--- src/hw/adc_pkg.sv ---
// Shared constants, state type and decode functions of the converter
//////////////////////////////////////////////////////////////////////////////
// What this block does
// - RC clock selected: delay one instruction cycle before conversion clock.
// - Software picks reference: supply rails or external reference pins.
// - Conversion continues in sleep; software must pick the RC clock.
// - Result comes from successive approximation on the held sample.
// - Any reset restores control registers, powers off, aborts conversion.
// - On completion load result pair, set complete flag; clear go unless software sets it that cycle.
// - Power-on reset leaves the result pair uninitialised.
// - Non-zero acquisition code: sample programmed periods, then convert.
// - Acquisition code zero: go stops sampling and converts at once.
// - Acquisition field resets to manual, zero automatic time.
// - After each conversion the selected channel is sampled again.
// - No status separates acquisition end from conversion; go stays set.
// - Acquisition codes give 0,2,4,6,8,12,16,20 conversion periods.
// - Clock codes give 2,4,8,16,32,64 oscillator periods, x11 RC.
// - A conversion takes eleven conversion clock periods.
// - Clearing go mid-conversion aborts; result pair unchanged.
//////////////////////////////////////////////////////////////////////////////
package adc_pkg;

    // Timing
    localparam int CLK_PERIOD_NS  = 40;
    localparam int INSTR_CYCLE_NS = 160;
    localparam int RC_TAD_NS      = 1200;
    localparam logic [2:0] INSTR_CYCLES =
        3'((INSTR_CYCLE_NS + CLK_PERIOD_NS - 1) / CLK_PERIOD_NS);
    localparam logic [6:0] RC_TAD_CYCLES = 7'(RC_TAD_NS / CLK_PERIOD_NS);
    localparam logic [4:0] CONV_TADS = 5'h0b;
    localparam logic [4:0] WAIT_TADS = 5'h02;

    // Register addresses
    localparam logic [2:0] ADDR_CTRL0 = 3'h0;
    localparam logic [2:0] ADDR_CTRL1 = 3'h1;
    localparam logic [2:0] ADDR_CTRL2 = 3'h2;
    localparam logic [2:0] ADDR_RES_H = 3'h3;
    localparam logic [2:0] ADDR_RES_L = 3'h4;
    localparam logic [2:0] ADDR_IRQ   = 3'h5;

    // Field positions
    localparam int CTRL0_POWER_BIT = 0;
    localparam int CTRL0_GO_BIT    = 1;
    localparam int CTRL0_CHAN_LSB  = 2;
    localparam int CTRL1_VPOS_BIT  = 4;
    localparam int CTRL1_VNEG_BIT  = 5;
    localparam int CTRL1_CFG_LSB   = 0;
    localparam int CTRL2_FMT_BIT   = 7;
    localparam int CTRL2_ACQ_LSB   = 3;
    localparam int CTRL2_CLK_LSB   = 0;
    localparam int IRQ_FLAG_BIT    = 0;
    localparam int IRQ_EN_BIT      = 1;
    localparam int IRQ_GIE_BIT     = 2;

    // Reset values and writable masks
    localparam logic [7:0] CTRL1_RST  = 8'h00;
    localparam logic [7:0] CTRL2_RST  = 8'h00;
    localparam logic [7:0] CTRL1_MASK = 8'h3f;
    localparam logic [7:0] CTRL2_MASK = 8'hbf;
    localparam logic [9:0] SAR_MSB    = 10'h200;

    typedef enum logic [1:0] {
        ST_SAMPLE = 2'b00,
        ST_ACQ    = 2'b01,
        ST_CONV   = 2'b10,
        ST_WAIT   = 2'b11
    } seq_state_t;

    // Acquisition periods per code
    function automatic logic [4:0] acq_tads(input logic [2:0] sel);
        case (sel)
            3'h0:    acq_tads = 5'h00;
            3'h1:    acq_tads = 5'h02;
            3'h2:    acq_tads = 5'h04;
            3'h3:    acq_tads = 5'h06;
            3'h4:    acq_tads = 5'h08;
            3'h5:    acq_tads = 5'h0c;
            3'h6:    acq_tads = 5'h10;
            default: acq_tads = 5'h14;
        endcase
    endfunction

    // Oscillator periods per conversion clock code
    function automatic logic [6:0] tad_div(input logic [2:0] sel);
        case (sel)
            3'h0:    tad_div = 7'h02;
            3'h4:    tad_div = 7'h04;
            3'h1:    tad_div = 7'h08;
            3'h5:    tad_div = 7'h10;
            3'h2:    tad_div = 7'h20;
            3'h6:    tad_div = 7'h40;
            default: tad_div = RC_TAD_CYCLES;
        endcase
    endfunction

    function automatic logic is_rc(input logic [2:0] sel);
        is_rc = (sel[1:0] == 2'h3);
    endfunction

endpackage

--- src/hw/conv_clk_if.sv ---
// Link between the sequencer and its conversion clock generator
`timescale 1ns/1ns
`default_nettype none
interface conv_clk_if;
    logic       run;
    logic [2:0] clk_sel;
    logic       sleep;
    logic       tad_tick;
    modport gen  (input run, clk_sel, sleep, output tad_tick);
    modport user (output run, clk_sel, sleep, input tad_tick);
endinterface
`default_nettype wire

--- src/hw/tad_clock_gen.sv ---
// Conversion clock enable generator: divided oscillator or RC period
`timescale 1ns/1ns
`default_nettype none
module tad_clock_gen (
    input  wire logic   sys_clk_i,
    input  wire logic   rst_n_i,
    conv_clk_if.gen     clk_if
);

    logic [6:0] cnt_reg;
    logic [2:0] dly_reg;
    logic       tick_reg;
    logic       rc_w;
    logic [6:0] limit_w;

    // RC period is counted on the system clock; it keeps running in sleep
    assign rc_w    = adc_pkg::is_rc(clk_if.clk_sel);
    assign limit_w = adc_pkg::tad_div(clk_if.clk_sel);
    assign clk_if.tad_tick = tick_reg;

    // Idle restarts the divider so every sequence begins on a full period
    always_ff @(posedge sys_clk_i or negedge rst_n_i) begin
        if (!rst_n_i) begin
            cnt_reg  <= 7'h00;
            dly_reg  <= adc_pkg::INSTR_CYCLES;
            tick_reg <= 1'b0;
        end else if (!clk_if.run) begin
            cnt_reg  <= 7'h00;
            dly_reg  <= adc_pkg::INSTR_CYCLES;
            tick_reg <= 1'b0;
        end else if (rc_w && dly_reg != 3'h0) begin
            dly_reg  <= dly_reg - 3'h1;
            tick_reg <= 1'b0;
        end else if (!rc_w && clk_if.sleep) begin
            tick_reg <= 1'b0;
        end else if (cnt_reg == limit_w - 7'h01) begin
            cnt_reg  <= 7'h00;
            tick_reg <= 1'b1;
        end else begin
            cnt_reg  <= cnt_reg + 7'h01;
            tick_reg <= 1'b0;
        end
    end
endmodule
`default_nettype wire

--- src/hw/sar_adc_sequencer.sv ---
// Converter control, register file and successive approximation sequencer
//
// Decided for this implementation: the address map and the strobed register port.
`timescale 1ns/1ns
`default_nettype none
module sar_adc_sequencer (
    input  wire logic       sys_clk_i,
    input  wire logic       rst_n_i,
    input  wire logic [2:0] addr_i,
    input  wire logic [7:0] wdata_i,
    input  wire logic       we_i,
    input  wire logic       re_i,
    output logic      [7:0] rdata_o,
    input  wire logic       sleep_i,
    input  wire logic       cmp_i,
    output logic            sample_en_o,
    output logic      [9:0] dac_code_o,
    output logic      [3:0] chan_sel_o,
    output logic            vref_pos_ext_o,
    output logic            vref_neg_ext_o,
    output logic      [3:0] port_cfg_o,
    output logic            conv_power_on_o,
    output logic            irq_req_o
);

    //////////////////////////////////////////////////////////////////////////
    // Registers and wires

    logic                power_reg, go_reg, go_next;
    logic [3:0]          chan_reg;
    logic [7:0]          ctrl1_reg, ctrl2_reg;
    logic [7:0]          result_high_reg, result_low_reg;
    logic                flag_reg, flag_next, irq_en_reg, gie_reg;
    logic [7:0]          rdata_reg, rd_mux;
    adc_pkg::seq_state_t state_reg, state_next;
    logic [4:0]          tad_cnt_reg;
    logic [9:0]          sar_reg, mask_reg, sar_eval;
    logic                cmp_s1_reg, cmp_s2_reg, cmp_s3_reg, cmp_val_reg;

    logic       wr_ctrl0, wr_ctrl1, wr_ctrl2, wr_high, wr_low, wr_irq;
    logic       tick, start_ok, done, fmt_right;
    logic [2:0] acq_sel;
    logic [4:0] acq_len;
    logic [7:0] res_high_w, res_low_w;

    conv_clk_if clk_if ();

    tad_clock_gen u_tad_gen (
        .sys_clk_i (sys_clk_i),
        .rst_n_i   (rst_n_i),
        .clk_if    (clk_if)
    );

    //////////////////////////////////////////////////////////////////////////
    // Decode

    // Write strobes per register
    assign wr_ctrl0 = we_i && (addr_i == adc_pkg::ADDR_CTRL0);
    assign wr_ctrl1 = we_i && (addr_i == adc_pkg::ADDR_CTRL1);
    assign wr_ctrl2 = we_i && (addr_i == adc_pkg::ADDR_CTRL2);
    assign wr_high  = we_i && (addr_i == adc_pkg::ADDR_RES_H);
    assign wr_low   = we_i && (addr_i == adc_pkg::ADDR_RES_L);
    assign wr_irq   = we_i && (addr_i == adc_pkg::ADDR_IRQ);

    // Sequencing terms
    assign tick      = clk_if.tad_tick;
    assign acq_sel   = ctrl2_reg[adc_pkg::CTRL2_ACQ_LSB +: 3];
    assign acq_len   = adc_pkg::acq_tads(acq_sel);
    assign fmt_right = ctrl2_reg[adc_pkg::CTRL2_FMT_BIT];
    assign start_ok  = power_reg && go_reg
                    && (state_reg == adc_pkg::ST_SAMPLE);
    assign done      = power_reg && go_reg && tick
                    && (state_reg == adc_pkg::ST_CONV)
                    && (tad_cnt_reg == adc_pkg::CONV_TADS - 5'h01);

    // Trial bit kept when the held input is at or above the DAC level
    // Comparator lags the DAC by up to four cycles: short periods outrun it
    assign sar_eval = (cmp_val_reg ? sar_reg : (sar_reg & ~mask_reg))
                    | (mask_reg >> 1);

    // Result pair in the selected justification
    assign res_high_w = fmt_right ? {6'h00, sar_eval[9:8]} : sar_eval[9:2];
    assign res_low_w  = fmt_right ? sar_eval[7:0] : {sar_eval[1:0], 6'h00};

    // Outputs; sampling stops as soon as conversion begins
    assign sample_en_o = power_reg
        && (state_reg == adc_pkg::ST_SAMPLE
            || state_reg == adc_pkg::ST_ACQ);
    assign dac_code_o      = sar_reg;
    assign chan_sel_o      = chan_reg;
    assign vref_pos_ext_o  = ctrl1_reg[adc_pkg::CTRL1_VPOS_BIT];
    assign vref_neg_ext_o  = ctrl1_reg[adc_pkg::CTRL1_VNEG_BIT];
    assign port_cfg_o      = ctrl1_reg[adc_pkg::CTRL1_CFG_LSB +: 4];
    assign conv_power_on_o = power_reg;
    assign irq_req_o       = flag_reg && irq_en_reg && gie_reg;
    assign rdata_o         = rdata_reg;

    // Clock generator runs for the whole sequence, not per phase
    assign clk_if.run     = power_reg && (state_reg != adc_pkg::ST_SAMPLE);
    assign clk_if.clk_sel = ctrl2_reg[adc_pkg::CTRL2_CLK_LSB +: 3];
    assign clk_if.sleep   = sleep_i;

    //////////////////////////////////////////////////////////////////////////
    // Comparator synchroniser: analog edge counts once stages two and three
    // agree, which also filters a single metastable sample
    always_ff @(posedge sys_clk_i or negedge rst_n_i) begin
        if (!rst_n_i) begin
            cmp_s1_reg  <= 1'b0;
            cmp_s2_reg  <= 1'b0;
            cmp_s3_reg  <= 1'b0;
            cmp_val_reg <= 1'b0;
        end else begin
            cmp_s1_reg <= cmp_i;
            cmp_s2_reg <= cmp_s1_reg;
            cmp_s3_reg <= cmp_s2_reg;
            if (cmp_s2_reg == cmp_s3_reg) begin
                cmp_val_reg <= cmp_s3_reg;
            end
        end
    end

    //////////////////////////////////////////////////////////////////////////
    // Sequencer state machine
    always_comb begin
        state_next = state_reg;
        case (state_reg)
            adc_pkg::ST_SAMPLE: begin
                if (start_ok) begin
                    state_next = (acq_len == 5'h00) ? adc_pkg::ST_CONV
                                                    : adc_pkg::ST_ACQ;
                end
            end
            adc_pkg::ST_ACQ: begin
                if (!go_reg) begin
                    state_next = adc_pkg::ST_WAIT;
                end else if (tick && tad_cnt_reg == acq_len - 5'h01) begin
                    state_next = adc_pkg::ST_CONV;
                end
            end
            adc_pkg::ST_CONV: begin
                if (!go_reg || done) begin
                    state_next = adc_pkg::ST_WAIT;
                end
            end
            adc_pkg::ST_WAIT: begin
                if (tick && tad_cnt_reg == adc_pkg::WAIT_TADS - 5'h01) begin
                    state_next = adc_pkg::ST_SAMPLE;
                end
            end
            default: state_next = adc_pkg::ST_SAMPLE;
        endcase
        if (!power_reg) begin
            state_next = adc_pkg::ST_SAMPLE;
        end
    end

    // State and period counter; the counter restarts at each phase change
    always_ff @(posedge sys_clk_i or negedge rst_n_i) begin
        if (!rst_n_i) begin
            state_reg   <= adc_pkg::ST_SAMPLE;
            tad_cnt_reg <= 5'h00;
        end else begin
            state_reg <= state_next;
            if (state_next != state_reg) begin
                tad_cnt_reg <= 5'h00;
            end else if (tick) begin
                tad_cnt_reg <= tad_cnt_reg + 5'h01;
            end
        end
    end

    // Successive approximation: first period holds, then one bit per period
    always_ff @(posedge sys_clk_i or negedge rst_n_i) begin
        if (!rst_n_i) begin
            sar_reg  <= 10'h000;
            mask_reg <= 10'h000;
        end else if (state_next == adc_pkg::ST_CONV
                     && state_reg != adc_pkg::ST_CONV) begin
            sar_reg  <= adc_pkg::SAR_MSB;
            mask_reg <= adc_pkg::SAR_MSB;
        end else if (state_reg == adc_pkg::ST_CONV && tick
                     && tad_cnt_reg != 5'h00) begin
            sar_reg  <= sar_eval;
            mask_reg <= mask_reg >> 1;
        end
    end

    //////////////////////////////////////////////////////////////////////////
    // Control registers

    // Go is accepted only while already powered; a software set wins
    // over the hardware clear at completion
    always_comb begin
        go_next = go_reg;
        if (wr_ctrl0) begin
            go_next = wdata_i[adc_pkg::CTRL0_GO_BIT]
                   && wdata_i[adc_pkg::CTRL0_POWER_BIT] && power_reg;
        end else if (done || !power_reg) begin
            go_next = 1'b0;
        end
    end

    // Completion sets the flag even against a clearing write
    always_comb begin
        flag_next = flag_reg;
        if (done) begin
            flag_next = 1'b1;
        end else if (wr_irq) begin
            flag_next = wdata_i[adc_pkg::IRQ_FLAG_BIT];
        end
    end

    always_ff @(posedge sys_clk_i or negedge rst_n_i) begin
        if (!rst_n_i) begin
            power_reg  <= 1'b0;
            go_reg     <= 1'b0;
            chan_reg   <= 4'h0;
            ctrl1_reg  <= adc_pkg::CTRL1_RST;
            ctrl2_reg  <= adc_pkg::CTRL2_RST;
            flag_reg   <= 1'b0;
            irq_en_reg <= 1'b0;
            gie_reg    <= 1'b0;
        end else begin
            go_reg   <= go_next;
            flag_reg <= flag_next;
            if (wr_ctrl0) begin
                power_reg <= wdata_i[adc_pkg::CTRL0_POWER_BIT];
                chan_reg  <= wdata_i[adc_pkg::CTRL0_CHAN_LSB +: 4];
            end
            if (wr_ctrl1) begin
                ctrl1_reg <= wdata_i & adc_pkg::CTRL1_MASK;
            end
            if (wr_ctrl2) begin
                ctrl2_reg <= wdata_i & adc_pkg::CTRL2_MASK;
            end
            if (wr_irq) begin
                irq_en_reg <= wdata_i[adc_pkg::IRQ_EN_BIT];
                gie_reg    <= wdata_i[adc_pkg::IRQ_GIE_BIT];
            end
        end
    end

    // Result pair has no reset on purpose; completion beats a write
    always_ff @(posedge sys_clk_i) begin
        if (done) begin
            result_high_reg <= res_high_w;
            result_low_reg  <= res_low_w;
        end else begin
            if (wr_high) begin
                result_high_reg <= wdata_i;
            end
            if (wr_low) begin
                result_low_reg <= wdata_i;
            end
        end
    end

    //////////////////////////////////////////////////////////////////////////
    // Read port: data valid only in the cycle after the strobe
    always_comb begin
        case (addr_i)
            adc_pkg::ADDR_CTRL0: rd_mux = {2'h0, chan_reg, go_reg, power_reg};
            adc_pkg::ADDR_CTRL1: rd_mux = ctrl1_reg;
            adc_pkg::ADDR_CTRL2: rd_mux = ctrl2_reg;
            adc_pkg::ADDR_RES_H: rd_mux = result_high_reg;
            adc_pkg::ADDR_RES_L: rd_mux = result_low_reg;
            adc_pkg::ADDR_IRQ:   rd_mux = {5'h00, gie_reg, irq_en_reg,
                                           flag_reg};
            default:             rd_mux = 8'h00;
        endcase
    end

    always_ff @(posedge sys_clk_i or negedge rst_n_i) begin
        if (!rst_n_i) begin
            rdata_reg <= 8'h00;
        end else begin
            rdata_reg <= re_i ? rd_mux : 8'h00;
        end
    end
endmodule
`default_nettype wire

--- config.mk ---
export PLATFORM = sky130hd
export DESIGN_NAME = sar_adc_sequencer
export DESIGN_NICKNAME = d
export VERILOG_FILES = /design/src/hw/adc_pkg.sv /design/src/hw/conv_clk_if.sv /design/src/hw/tad_clock_gen.sv /design/src/hw/sar_adc_sequencer.sv
export SDC_FILE = /design/constraint.sdc
export NUM_CORES = 1
export LEC_CHECK = 0
export ABC_AREA = 1
export BUFFER_PORTS_ARGS = -buffer_cell sky130_fd_sc_hd__buf_2
export CORE_MARGIN = 2
export CORE_UTILIZATION = 45
export DETAILED_ROUTE_END_ITERATION = 6
export PLACE_DENSITY = 0.66
export SLEW_MARGIN = 20
export SYNTH_ARGS = -nofsm -noshare
export SYNTH_HDL_FRONTEND = slang
export SYNTH_SLANG_ARGS = --single-unit
--- constraint.sdc ---
create_clock -name sys_clk_i -period 1.9 [get_ports sys_clk_i]
set_clock_uncertainty 0.05 [all_clocks]
set_input_delay 0.38 -clock sys_clk_i [delete_from_list [all_inputs] [get_ports sys_clk_i]]
set_output_delay 0.38 -clock sys_clk_i [all_outputs]
set_load 0.1 [all_outputs]
==> results of run 1 <==
synthesized netlist by cell type, types with 2 or more instances:
cell type    n  area share (%)
a21bo_2      3            0.67
a21oi_1     22             2.4
a221oi_1     5            0.97
a31oi_1      2            0.28
buf_2        2            0.22
clkbuf_1    10            0.83
clkinv_1     2            0.17
dfrtp_1     71              39
edfxtp_1    16              11
ha_1         8             2.2
inv_1       63             5.2
inv_2        6            0.50
nand2_1    121              10
nand2_2      3            0.42
nand3_1     25             2.8
nand3_4      3             1.2
nand4_1      5            0.69
nor2_1      42             3.5
nor2_2       3            0.42
nor2_4      10             2.5
nor3_1       9             1.0
o211ai_1     2            0.33
o21ai_0     48             5.3
o21ai_1      2            0.22
o22ai_1      5            0.69
o31ai_1     12             2.0
xor2_1       9             1.7
per-stage QoR:
step	power [mW]	setup TNS (ps)	utilization [%]
6_report	4.35	-4980	56.4
5_1_grt	4.55	-10590	56.4
4_1_cts	4.37	-3720	55.8
3_5_place_dp	3.24	-4560	53.0
3_3_place_gp	3.23	-3190	53.0
2_1_floorplan	2.93	-833	-
kinds of logic after synthesis:
group                      Yosys count  share of synthesized area (%)
DFF                                 88                           50.7
AOI/OAI and AO/OA                  105                           13.7
xor gates and xnor gates            10                           1.94
buffers and inverters               87                           7.97
adders and majority gates            9                           2.44
and+or+nand+nor                    225                           23.3
metal layers:
| layer | vias to the layer above | wire length, um | global-route usage [%] |
|---|---|---|---|
| met4 | 0 | 137 | 5.60 |
| met5 | - | 0 | 0 |
| met2 | 109 | 5390 | 34.6 |
| met3 | 13 | 595 | 4.07 |
| met1 | 1851 | 4770 | 28.8 |
| li1 | 1899 | - | - |
layout make-up:
class	count	share of cell area (%)
sequential	88	41.7
multi-input combinational	349	35.6
timing repair buffer	87	10.9
inverter	73	5.27
tap	133	3.03
clock buffer	12	2.46
timing repair inverter	3	0.661
clock inverter	4	0.433
power by group through the flow:
stage / registers [mW] / clock network, mW / logic, mW
3_3_place_gp: 2.15 / 0 / 1.08
2_1_floorplan: 2.54 / 0 / 0.396
5_1_grt: 2.13 / 1.23 / 1.20
4_1_cts: 2.11 / 1.15 / 1.10
3_5_place_dp: 2.15 / 0 / 1.09
6_report: 2.11 / 1.12 / 1.11
worst max-delay path: stages (launching register included):
cell	delay, ps
dfrtp_1	420
nor2_1	100
a21oi_1	50
ha_1	300
inv_1	40
nand2_1	60
nand3b_1	90
nor2_2	100
nand3_1	70
nand2_1	60
nand2_1	70
nand2_2	100
nand2_4	60
inv_4	60
nand3_4	80
buf_12	160
inv_12	90
nor2_4	40
worst min-delay path by stage:
stage                      endpoint  slack, ps     from  depth (start not counted)
2_1_floorplan         chan_sel_o[0]         30  rst_n_i                          0
3_3_place_gp   u_tad_gen.cnt_reg[4]        240  rst_n_i                          1
3_5_place_dp   u_tad_gen.cnt_reg[4]        240  rst_n_i                          1
4_1_cts                  cmp_s1_reg         70    cmp_i                          1
5_1_grt                  cmp_s1_reg         80    cmp_i                          1
6_report                 cmp_s1_reg         80    cmp_i                          1
placed cells by master (no fill, tap or decap), types with 7 or more instances in the layout:
cell type / Yosys / final
a21oi_1: 22 / 22
buf_2: 2 / 45
buf_4: 0 / 36
clkbuf_8: 0 / 9
dfrtp_1: 71 / 70
edfxtp_1: 16 / 16
ha_1: 8 / 8
inv_1: 63 / 62
inv_2: 6 / 7
nand2_1: 121 / 118
nand3_1: 25 / 23
nor2_1: 42 / 32
nor2_2: 3 / 12
nor2_4: 10 / 11
nor3_1: 9 / 8
o21ai_0: 48 / 46
o31ai_1: 12 / 12
xor2_1: 9 / 9
repair_timing:
item / 4_1_cts / 5_1_grt
buffers inserted: 5 / 0
endpoints found under the hold margin: 19 / 0
endpoints found under the setup margin: 25 / 32
pin swaps: 0 / 4
gates resized for setup: 11 / 17
hold buffers: 1 / 0
gates cloned: 2 / 1
==> flow_summary_export.csv, run 1 <==
group,metric,value,unit
timing,max_clock_freq,470,MHz
cells_and_area,fillers,901,
timing,setup_viol,25,
cells_and_area,seqCellArea,2290,um^2
drt,drt-vias-per-instance,5.17,
logic_synthesis,synth.avg_cell_area,8.60,um^2
run_status,violations,"negative setup slack",
timing,timing.slew.headroom,67.1,%
worst_setup_path,rrSetupSlack,-230,ps
logic_synthesis,syn_inst,524,
grt,grt_pass1_vias,3770,
die,ios,48,
pwr,pwr-share-clk,25.9,%
logic_synthesis,yosys_warnings,0,
timing,setup_ws,-227,ps
worst_setup_path,arrival,2320,ps
drt,wl,10900,um
pwr,p_sw_share,36.1,%
pwr,p_leak,2.56,nW
timing,rsz0062_at_grt,"true",
logic_synthesis,ys_types,42,
clocking,numCtsBuffers,9,
placement,place_area,5150,um^2
pwr,power_density,792,nW/um^2
pwr,pwr-share-comb,25.6,%
die,fp.dieH,104,um
grt,grt_pass1_wl,18300,um
clocking,cts_tree,"built",
drt,drtAntennaViolNets,0,
placement,place_ws,-240,ps
drt,wl_per_cell,14.5,um
logic_synthesis,syn_nets,549,
flow_run,drv_cap,0,
worst_setup_path,r2r_start,"ctrl2_reg[5]",
die,start_util,46.3,%
grt,grtUsageTotal,21.1,%
pwr,power.switching,1.57,mW
cells_and_area,finalNonFillerCells,749,
worst_setup_path,critPathCapture,"dac_code_o[8]",
pwr,seqPwrFrac,48.6,%
clocking,path_clk_slew,80,ps
worst_setup_path,r2r_cells,17,
timing,fin_crit,2130,ps
grt,antenna_found_initial,0,
die,die_area,10800,um^2
cells_and_area,syn2layout_area_growth,21.8,%
logic_synthesis,synth-seq-area-share,50.7,%
cells_and_area,final_cell_area,5490,um^2
cells_and_area,multi_input_area,1950,um^2
drt,dr.first_iter.drc_count,261,
drt,dr_total_vias,3872,
die,die_w,104,um
grt,grt_max_degree,36,
hold_path,hold_path.class,"in2reg",
run_status,status,"finished with violations",
worst_setup_path,path_max_fanout,5,
timing,hold_viol_final,0,
logic_synthesis,synth_async_sr_flop_share,81.8,%
die,core_area,9730,um^2
logic_synthesis,synthesis.area,4510,um^2
cells_and_area,final_layout_size_suffix_gt1_share,25.3,%
cells_and_area,num_antenna_cells,0,
pwr,internal_power,2.78,mW
pwr,peakVddDrop,0.446,mV
clocking,clk_latency,360,ps
logic_synthesis,synthFlopType,"dfrtp_1",
clocking,h-tree-depth,3,
logic_synthesis,synth_seq_cells,88,
timing,holdWs,83.4,ps
logic_synthesis,synth_edf_count,16,
timing,finalCritPeriodShare,112,%
clocking,clock_path_buffers,2,
grt,grt_remaining_overflow,0,
placement,port_buffers,47,
worst_setup_path,crit_path_start,"ctrl2_reg[5]",
clocking,cts-root-buf,"clkbuf_8",
worst_setup_path,r2r-end,"dac_code_o[8]",
worst_setup_path,end_kind,"flop",
worst_setup_path,worstSetupStartpointType,"flop",
worst_setup_path,crit_required,2100,ps
worst_setup_path,criticalPathCategory,"reg2reg",
timing,maxSlewViolCount,0,
clocking,cts.sinks,88,
placement,place.gp.congestion,0.879,
drt,dr.pass1.iters,5,
placement,place_hpwl,8040,um
placement,place_inst,724,
die,rows,36,
timing,worst_pin_slew,496,ps
cells_and_area,layout.nets,636,
drt,drc,0,
Note: power is estimated with default switching activity, not from simulation.
==> run 2: changes to the inputs <==
--- a/config.mk
+++ b/config.mk
@@ -5,7 +5,6 @@
 export SDC_FILE = /design/constraint.sdc
 export NUM_CORES = 1
 export LEC_CHECK = 0
-export ABC_AREA = 1
 export BUFFER_PORTS_ARGS = -buffer_cell sky130_fd_sc_hd__buf_2
 export CORE_MARGIN = 2
 export CORE_UTILIZATION = 45
==> run 2 against run 1 <==
Synthesized area is 0.19% lower. Count of clock-buffer cells in the layout is 2 lower. Combinational power is 110% higher. Flip-flop and latch count stayed put. The run still ends with negative setup slack left. Sequential power is 7% higher. Final cell count is 14% lower. Highest routed layer unchanged. Critical endpoint is now mask_reg[3].
==> flow_summary_export.csv, run 2 <==
group,metric,value,unit
run_status,status,"finished with violations",
run_status,violations,"negative setup slack",
timing,timing.slew.headroom,67.6,%
cells_and_area,final_common_cell,"dfrtp_1",
pwr,seqPwrFrac,37.0,%
placement,place_inst,621,
die,core_area,9730,um^2
clocking,cts-root-buf,"clkbuf_8",
pwr,power_density,1070,nW/um^2
cells_and_area,syn2layout_area_growth,26.3,%
flow_run,drv_cap,0,
clocking,cts_tree,"built",
drt,dr.first_iter.drc_count,131,
grt,grt_pass1_vias,3255,
worst_setup_path,crit_chain,"mux2i_2 > ha_4 > xor2_1 > o2111ai_1 > a211o_1 > o41ai_4 > buf_4 > clkbuf_16 > a21oi_2",
hold_path,hold_start,"cmp_i",
die,start_util,46.2,%
grt,grtUsageTotal,19.1,%
logic_synthesis,synthesis.area,4500,um^2
grt,grt_max_degree,73,
timing,fin_crit,2290,ps
die,ios,48,
drt,wl,10500,um
timing,rsz0062_at_grt,"true",
logic_synthesis,synth-seq-area-share,50.8,%
grt,grt_remaining_overflow,0,
logic_synthesis,ys_types,60,
timing,worst_pin_slew,490,ps
logic_synthesis,syn_inst,427,
drt,dr_total_vias,3478,
die,die_w,104,um
clocking,clock_path_buffers,2,
die,die_area,10800,um^2
worst_setup_path,rrSetupSlack,-390,ps
pwr,pwr-share-clk,24.0,%
worst_setup_path,crit_required,2100,ps
drt,wl_per_cell,16.2,um
clocking,cts.sinks,88,
pwr,power.switching,2.33,mW
clocking,h-tree-depth,3,
cells_and_area,final_layout_size_suffix_gt1_share,35.1,%
logic_synthesis,synth.avg_cell_area,10.5,um^2
logic_synthesis,synth_async_sr_flop_share,81.8,%
drt,dr.pass1.iters,5,
worst_setup_path,worstSetupStartpointType,"flop",
logic_synthesis,synth_seq_cells,88,
hold_path,hold_path.class,"in2reg",
placement,place_ws,-396,ps
grt,grt_pass1_wl,16500,um
timing,setup_tns,-9210,ps
logic_synthesis,synthFlopType,"dfrtp_1",
timing,maxSlewViolCount,0,
pwr,pwr-share-comb,39.0,%
die,rows,36,
grt,antenna_found_initial,0,
logic_synthesis,synth_area_leaders,"dfrtp_1, edfxtp_1, mux2_2, a21oi_1, mux2i_1",
cells_and_area,layout.nets,533,
pwr,p_leak,2.50,nW
placement,place.gp.congestion,0.863,
placement,place_hpwl,7310,um
timing,hold_viol_final,0,
timing,setup_ws,-395,ps
placement,port_buffers,47,
timing,finalCritPeriodShare,121,%
cells_and_area,finalNonFillerCells,646,
clocking,clk_latency,370,ps
logic_synthesis,yosys-top-cells-count,"dfrtp_1, a21oi_1, nor2_1",
worst_setup_path,arrival,2500,ps
worst_setup_path,criticalPathCategory,"reg2reg",
worst_setup_path,critPathMaxStageDelay,420,ps
logic_synthesis,yosys_warnings,0,
pwr,peakVddDrop,0.592,mV
clocking,path_clk_slew,90,ps
drt,drtAntennaViolNets,0,
pwr,internal_power,3.77,mW
die,fp.dieH,104,um
worst_setup_path,r2r_start,"ctrl2_reg[5]",
timing,max_clock_freq,436,MHz
drt,drc,0,
clocking,numCtsBuffers,9,
worst_setup_path,end_kind,"flop",
logic_synthesis,synth_edf_count,16,
cells_and_area,final_cell_mix,"dfrtp_1, buf_2, buf_4, a21oi_1, nor2_1",
worst_setup_path,r2r_cells,9,
hold_path,holdPathEnd,"cmp_s1_reg",
drt,drt-vias-per-instance,5.38,
pwr,p_sw_share,38.2,%
worst_setup_path,r2r-end,"mask_reg[3]",
worst_setup_path,slowest_stage,"dfrtp_1",
logic_synthesis,synth.most_common_cell,"dfrtp_1",
worst_setup_path,path_max_fanout,10,
hold_path,holdPathStages,1,
cells_and_area,num_antenna_cells,0,
logic_synthesis,yosysTopAreaCellShare,39.5,%
placement,place_area,5250,um^2
logic_synthesis,synth_area_leader_cell,"dfrtp_1",
cells_and_area,fin_util,58.4,%
timing,setup_viol,26,
logic_synthesis,syn_nets,452,
cells_and_area,final_cell_area,5680,um^2
## run 2: power by group through the flow
stage,sequential [mW],combinational [mW],clock (mW)
after CTS,2.25,2.16,1.49
after floorplan,2.68,1.20,0
final,2.26,2.38,1.46
after global placement,2.28,2.11,0
after detailed placement,2.29,2.13,0
after global routing,2.28,2.52,1.58
## run 2: what timing repair did
action	CTS	global route
pin swaps	7	10
gates resized for setup	11	22
buffers inserted	0	7
hold buffers	1	0
hold endpoints to repair	18	0
setup endpoints to repair	35	64
gates cloned	0	2
## run 2: area by class of cell
class                           instances  area (um^2)
Multi-Input combinational cell        299         2230
Tap cell                              133          166
Clock inverter                          6         91.3
Timing Repair Buffer                   96          717
Inverter                               14         52.6
Fill cell                             845         4050
Clock buffer                           10          138
Sequential cell                        88         2290
## run 2: per-layer routing
metal / track usage [%] / part of all wire, % / up-vias
met5: 0 / 0 / -
met4: 5.41 / 1.1 / 0
met3: 4.14 / 4.5 / 10
met2: 30.7 / 49 / 88
met1: 26.2 / 46 / 1697
li1: - / - / 1683
## run 2: how the worst max path moves through the flow
| stage | start | end | slack (ps) |
|---|---|---|---|
| floorplan | ctrl2_reg[5] | dac_code_o[0] | -310 |
| global placement | ctrl2_reg[5] | dac_code_o[9] | -360 |
| detailed placement | ctrl2_reg[5] | dac_code_o[9] | -400 |
| CTS | ctrl2_reg[5] | dac_code_o[9] | -380 |
| global route | ctrl2_reg[5] | dac_code_o[9] | -520 |
| finish | ctrl2_reg[5] | mask_reg[3] | -390 |
## run 2: metrics by stage
stage	power, mW	hold slack, ps
global placement	4.40	297
CTS	5.90	54.4
finish	6.10	58.3
floorplan	3.88	34.4
global route	6.38	48.4
detailed placement	4.42	288
## run 2: kinds of logic after synthesis
group	share of synthesized area, %
DFF	50.8
xor gates and xnor gates	2.73
and+or+nand+nor	14.6
buffers and inverters	3.90
AOI/OAI and AO/OA	14.4
muxes	11.1
adders and majority gates	2.45
## run 2: worst max-delay path: cells and delay by family (launching register included)
kind,cells,cell delay [ps]
AO/OA/AOI/OAI,4,720
flip-flops,1,420
buffers and inverters,2,360
multiplexers,1,270
adder cells (fa/ha/maj),1,230
XOR/XNOR,1,130
==> run 3: changes to the inputs <==
--- a/config.mk
+++ b/config.mk
@@ -6,8 +6,9 @@
 export NUM_CORES = 1
 export LEC_CHECK = 0
 export BUFFER_PORTS_ARGS = -buffer_cell sky130_fd_sc_hd__buf_2
-export CORE_MARGIN = 2
+export CORE_MARGIN = 8
 export CORE_UTILIZATION = 45
+export CTS_BUF_LIST = sky130_fd_sc_hd__clkbuf_16
 export DETAILED_ROUTE_END_ITERATION = 6
 export PLACE_DENSITY = 0.66
 export SLEW_MARGIN = 20
==> run 3 against run 2 <==
The flow still finishes with violations (negative setup slack). First-iteration DRC count rose by 63%. Sequential power barely moved. Wire length rose by 3.3%. Sequential share of layout area rose by 0.23 points. Via count rose by 1.0%. Critical path depth did not move. Clock power rose by 22%. Register-to-register slack barely moved. Count of clock-buffer cells in the layout fell by 1. Global-route usage fell by 2.3 points.
==> flow_summary_export.csv, run 3 (synthesis gave the netlist of run 2 again) <==
group,metric,value,unit
run_status,status,"finished with violations",
run_status,violations,"negative setup slack",
clocking,cts_tree,"built",
clocking,numCtsBuffers,9,
pwr,pwr-share-clk,27.7,%
grt,grt_pass1_vias,3476,
drt,dr.first_iter.drc_count,213,
flow_run,drv_cap,0,
clocking,clk_latency,340,ps
die,start_util,46.2,%
clocking,clock_path_buffers,2,
worst_setup_path,path_max_fanout,10,
die,fp.dieH,116,um
placement,place.gp.congestion,0.851,
worst_setup_path,end_kind,"flop",
grt,antenna_found_initial,0,
cells_and_area,final_layout_size_suffix_gt1_share,33.1,%
timing,finalCritPeriodShare,121,%
pwr,seqPwrFrac,35.2,%
grt,grt_remaining_overflow,0,
worst_setup_path,arrival,2460,ps
die,core_area,9730,um^2
clocking,cts-root-buf,"clkbuf_16",
die,ios,48,
cells_and_area,num_antenna_cells,0,
timing,maxSlewViolCount,0,
drt,drc,0,
pwr,peakVddDrop,0.540,mV
timing,setup_viol,27,
drt,wl_per_cell,16.9,um
timing,setup_ws,-391,ps
pwr,power.switching,2.40,mW
drt,dr_total_vias,3514,
worst_setup_path,rrSetupSlack,-390,ps
clocking,path_clk_slew,60,ps
grt,grt_max_degree,73,
pwr,p_leak,2.49,nW
cells_and_area,final_cell_mix,"dfrtp_1, buf_2, buf_4, nor2_1, a21oi_1",
placement,port_buffers,47,
drt,dr.pass1.iters,4,
cells_and_area,layout.nets,528,
drt,wl,10800,um
timing,fin_crit,2290,ps
pwr,total_power,6.41,mW
cells_and_area,final_cell_area,5650,um^2
timing,hold_viol_final,0,
clocking,cts.sinks,88,
cells_and_area,final_common_cell,"dfrtp_1",
die,rows,36,
cells_and_area,finalNonFillerCells,641,
clocking,h-tree-depth,3,
drt,drtAntennaViolNets,0,
timing,setup_tns,-9500,ps
timing,holdWs,9.15,ps
pwr,power_density,1140,nW/um^2
placement,place_hpwl,7640,um
placement,place_inst,621,
worst_setup_path,crit_required,2070,ps
timing,worst_pin_slew,507,ps
timing,max_clock_freq,437,MHz
worst_setup_path,r2r_cells,9,
worst_setup_path,criticalPathCategory,"reg2reg",
die,die_area,13400,um^2
timing,rsz0062_at_grt,"true",
drt,drt-vias-per-instance,5.48,
hold_path,hold_path.class,"in2async",
worst_setup_path,r2r_start,"ctrl2_reg[5]",
grt,grt_pass1_wl,17700,um
die,die_w,116,um
worst_setup_path,r2r-end,"dac_code_o[3]",
pwr,pwr-share-comb,37.1,%
pwr,internal_power,4.01,mW
placement,place_area,5270,um^2
timing,timing.slew.headroom,65.9,%
cells_and_area,syn2layout_area_growth,25.6,%
placement,place_ws,-393,ps
worst_setup_path,worstSetupStartpointType,"flop",
pwr,p_sw_share,37.4,%
grt,grtUsageTotal,16.8,%
cells_and_area,fin_util,58.0,%
-- run 3: cell types whose count changed in the layout (fill, tap and decap cells not counted), moves of 3 or more --
cell | before | now
clkbuf_8 | 10 | 0
clkbuf_16 | 2 | 10
buf_6 | 3 | 0
nor2_1 | 31 | 36
nor2_2 | 5 | 0
-- run 3: final cells by class --
class | instances | area [um^2]
repair buffers | 91 | 661
clock inverters | 7 | 71.3
fillers | 826 | 4080
multi-input cells | 299 | 2180
clock buffers | 9 | 225
well taps | 133 | 166
flip-flops and latches | 88 | 2290
inverters | 14 | 52.6
-- run 3: critical path, stage by stage (launching register included) --
cell,delay [ps]
dfrtp_1,410
mux2i_2,270
ha_4,230
xor2_1,130
o2111ai_1,120
a211o_1,330
o41ai_4,220
buf_4,190
clkbuf_16,170
a21oi_1,60
-- run 3: worst max path at each step --
| stage | cells after the start | slack, ps | startpoint | endpoint |
|---|---|---|---|---|
| 6_report | 9 | -390 | ctrl2_reg[5] | dac_code_o[3] |
| 5_1_grt | 9 | -480 | ctrl2_reg[5] | dac_code_o[3] |
| 4_1_cts | 8 | -360 | ctrl2_reg[5] | dac_code_o[9] |
| 3_5_place_dp | 8 | -390 | ctrl2_reg[5] | mask_reg[8] |
| 3_3_place_gp | 8 | -350 | ctrl2_reg[5] | dac_code_o[9] |
| 2_1_floorplan | 9 | -310 | ctrl2_reg[5] | dac_code_o[0] |
-- run 3: metal layers --
| metal | track usage, % | wire (um) | vias up |
|---|---|---|---|
| met3 | 3.86 | 698 | 10 |
| met5 | 0 | 0 | - |
| met1 | 21.4 | 4840 | 1724 |
| met2 | 27.2 | 5170 | 91 |
| met4 | 6.40 | 115 | 0 |
| li1 | - | - | 1689 |
-- run 3: timing repair --
action                     in CTS  in global routing
buffers inserted                1                  2
setup endpoints to repair      32                 58
cloned                          0                  1
pin swaps                       3                  1
hold buffers                    0                  0
resized for setup               2                 14
-- run 3: power by group through the flow --
stage | combinational, mW | sequential (mW) | clock, mW
5_1_grt | 2.51 | 2.28 | 1.90
2_1_floorplan | 1.20 | 2.68 | 0
6_report | 2.38 | 2.26 | 1.78
4_1_cts | 2.19 | 2.25 | 1.81
3_3_place_gp | 2.16 | 2.28 | 0
3_5_place_dp | 2.18 | 2.29 | 0
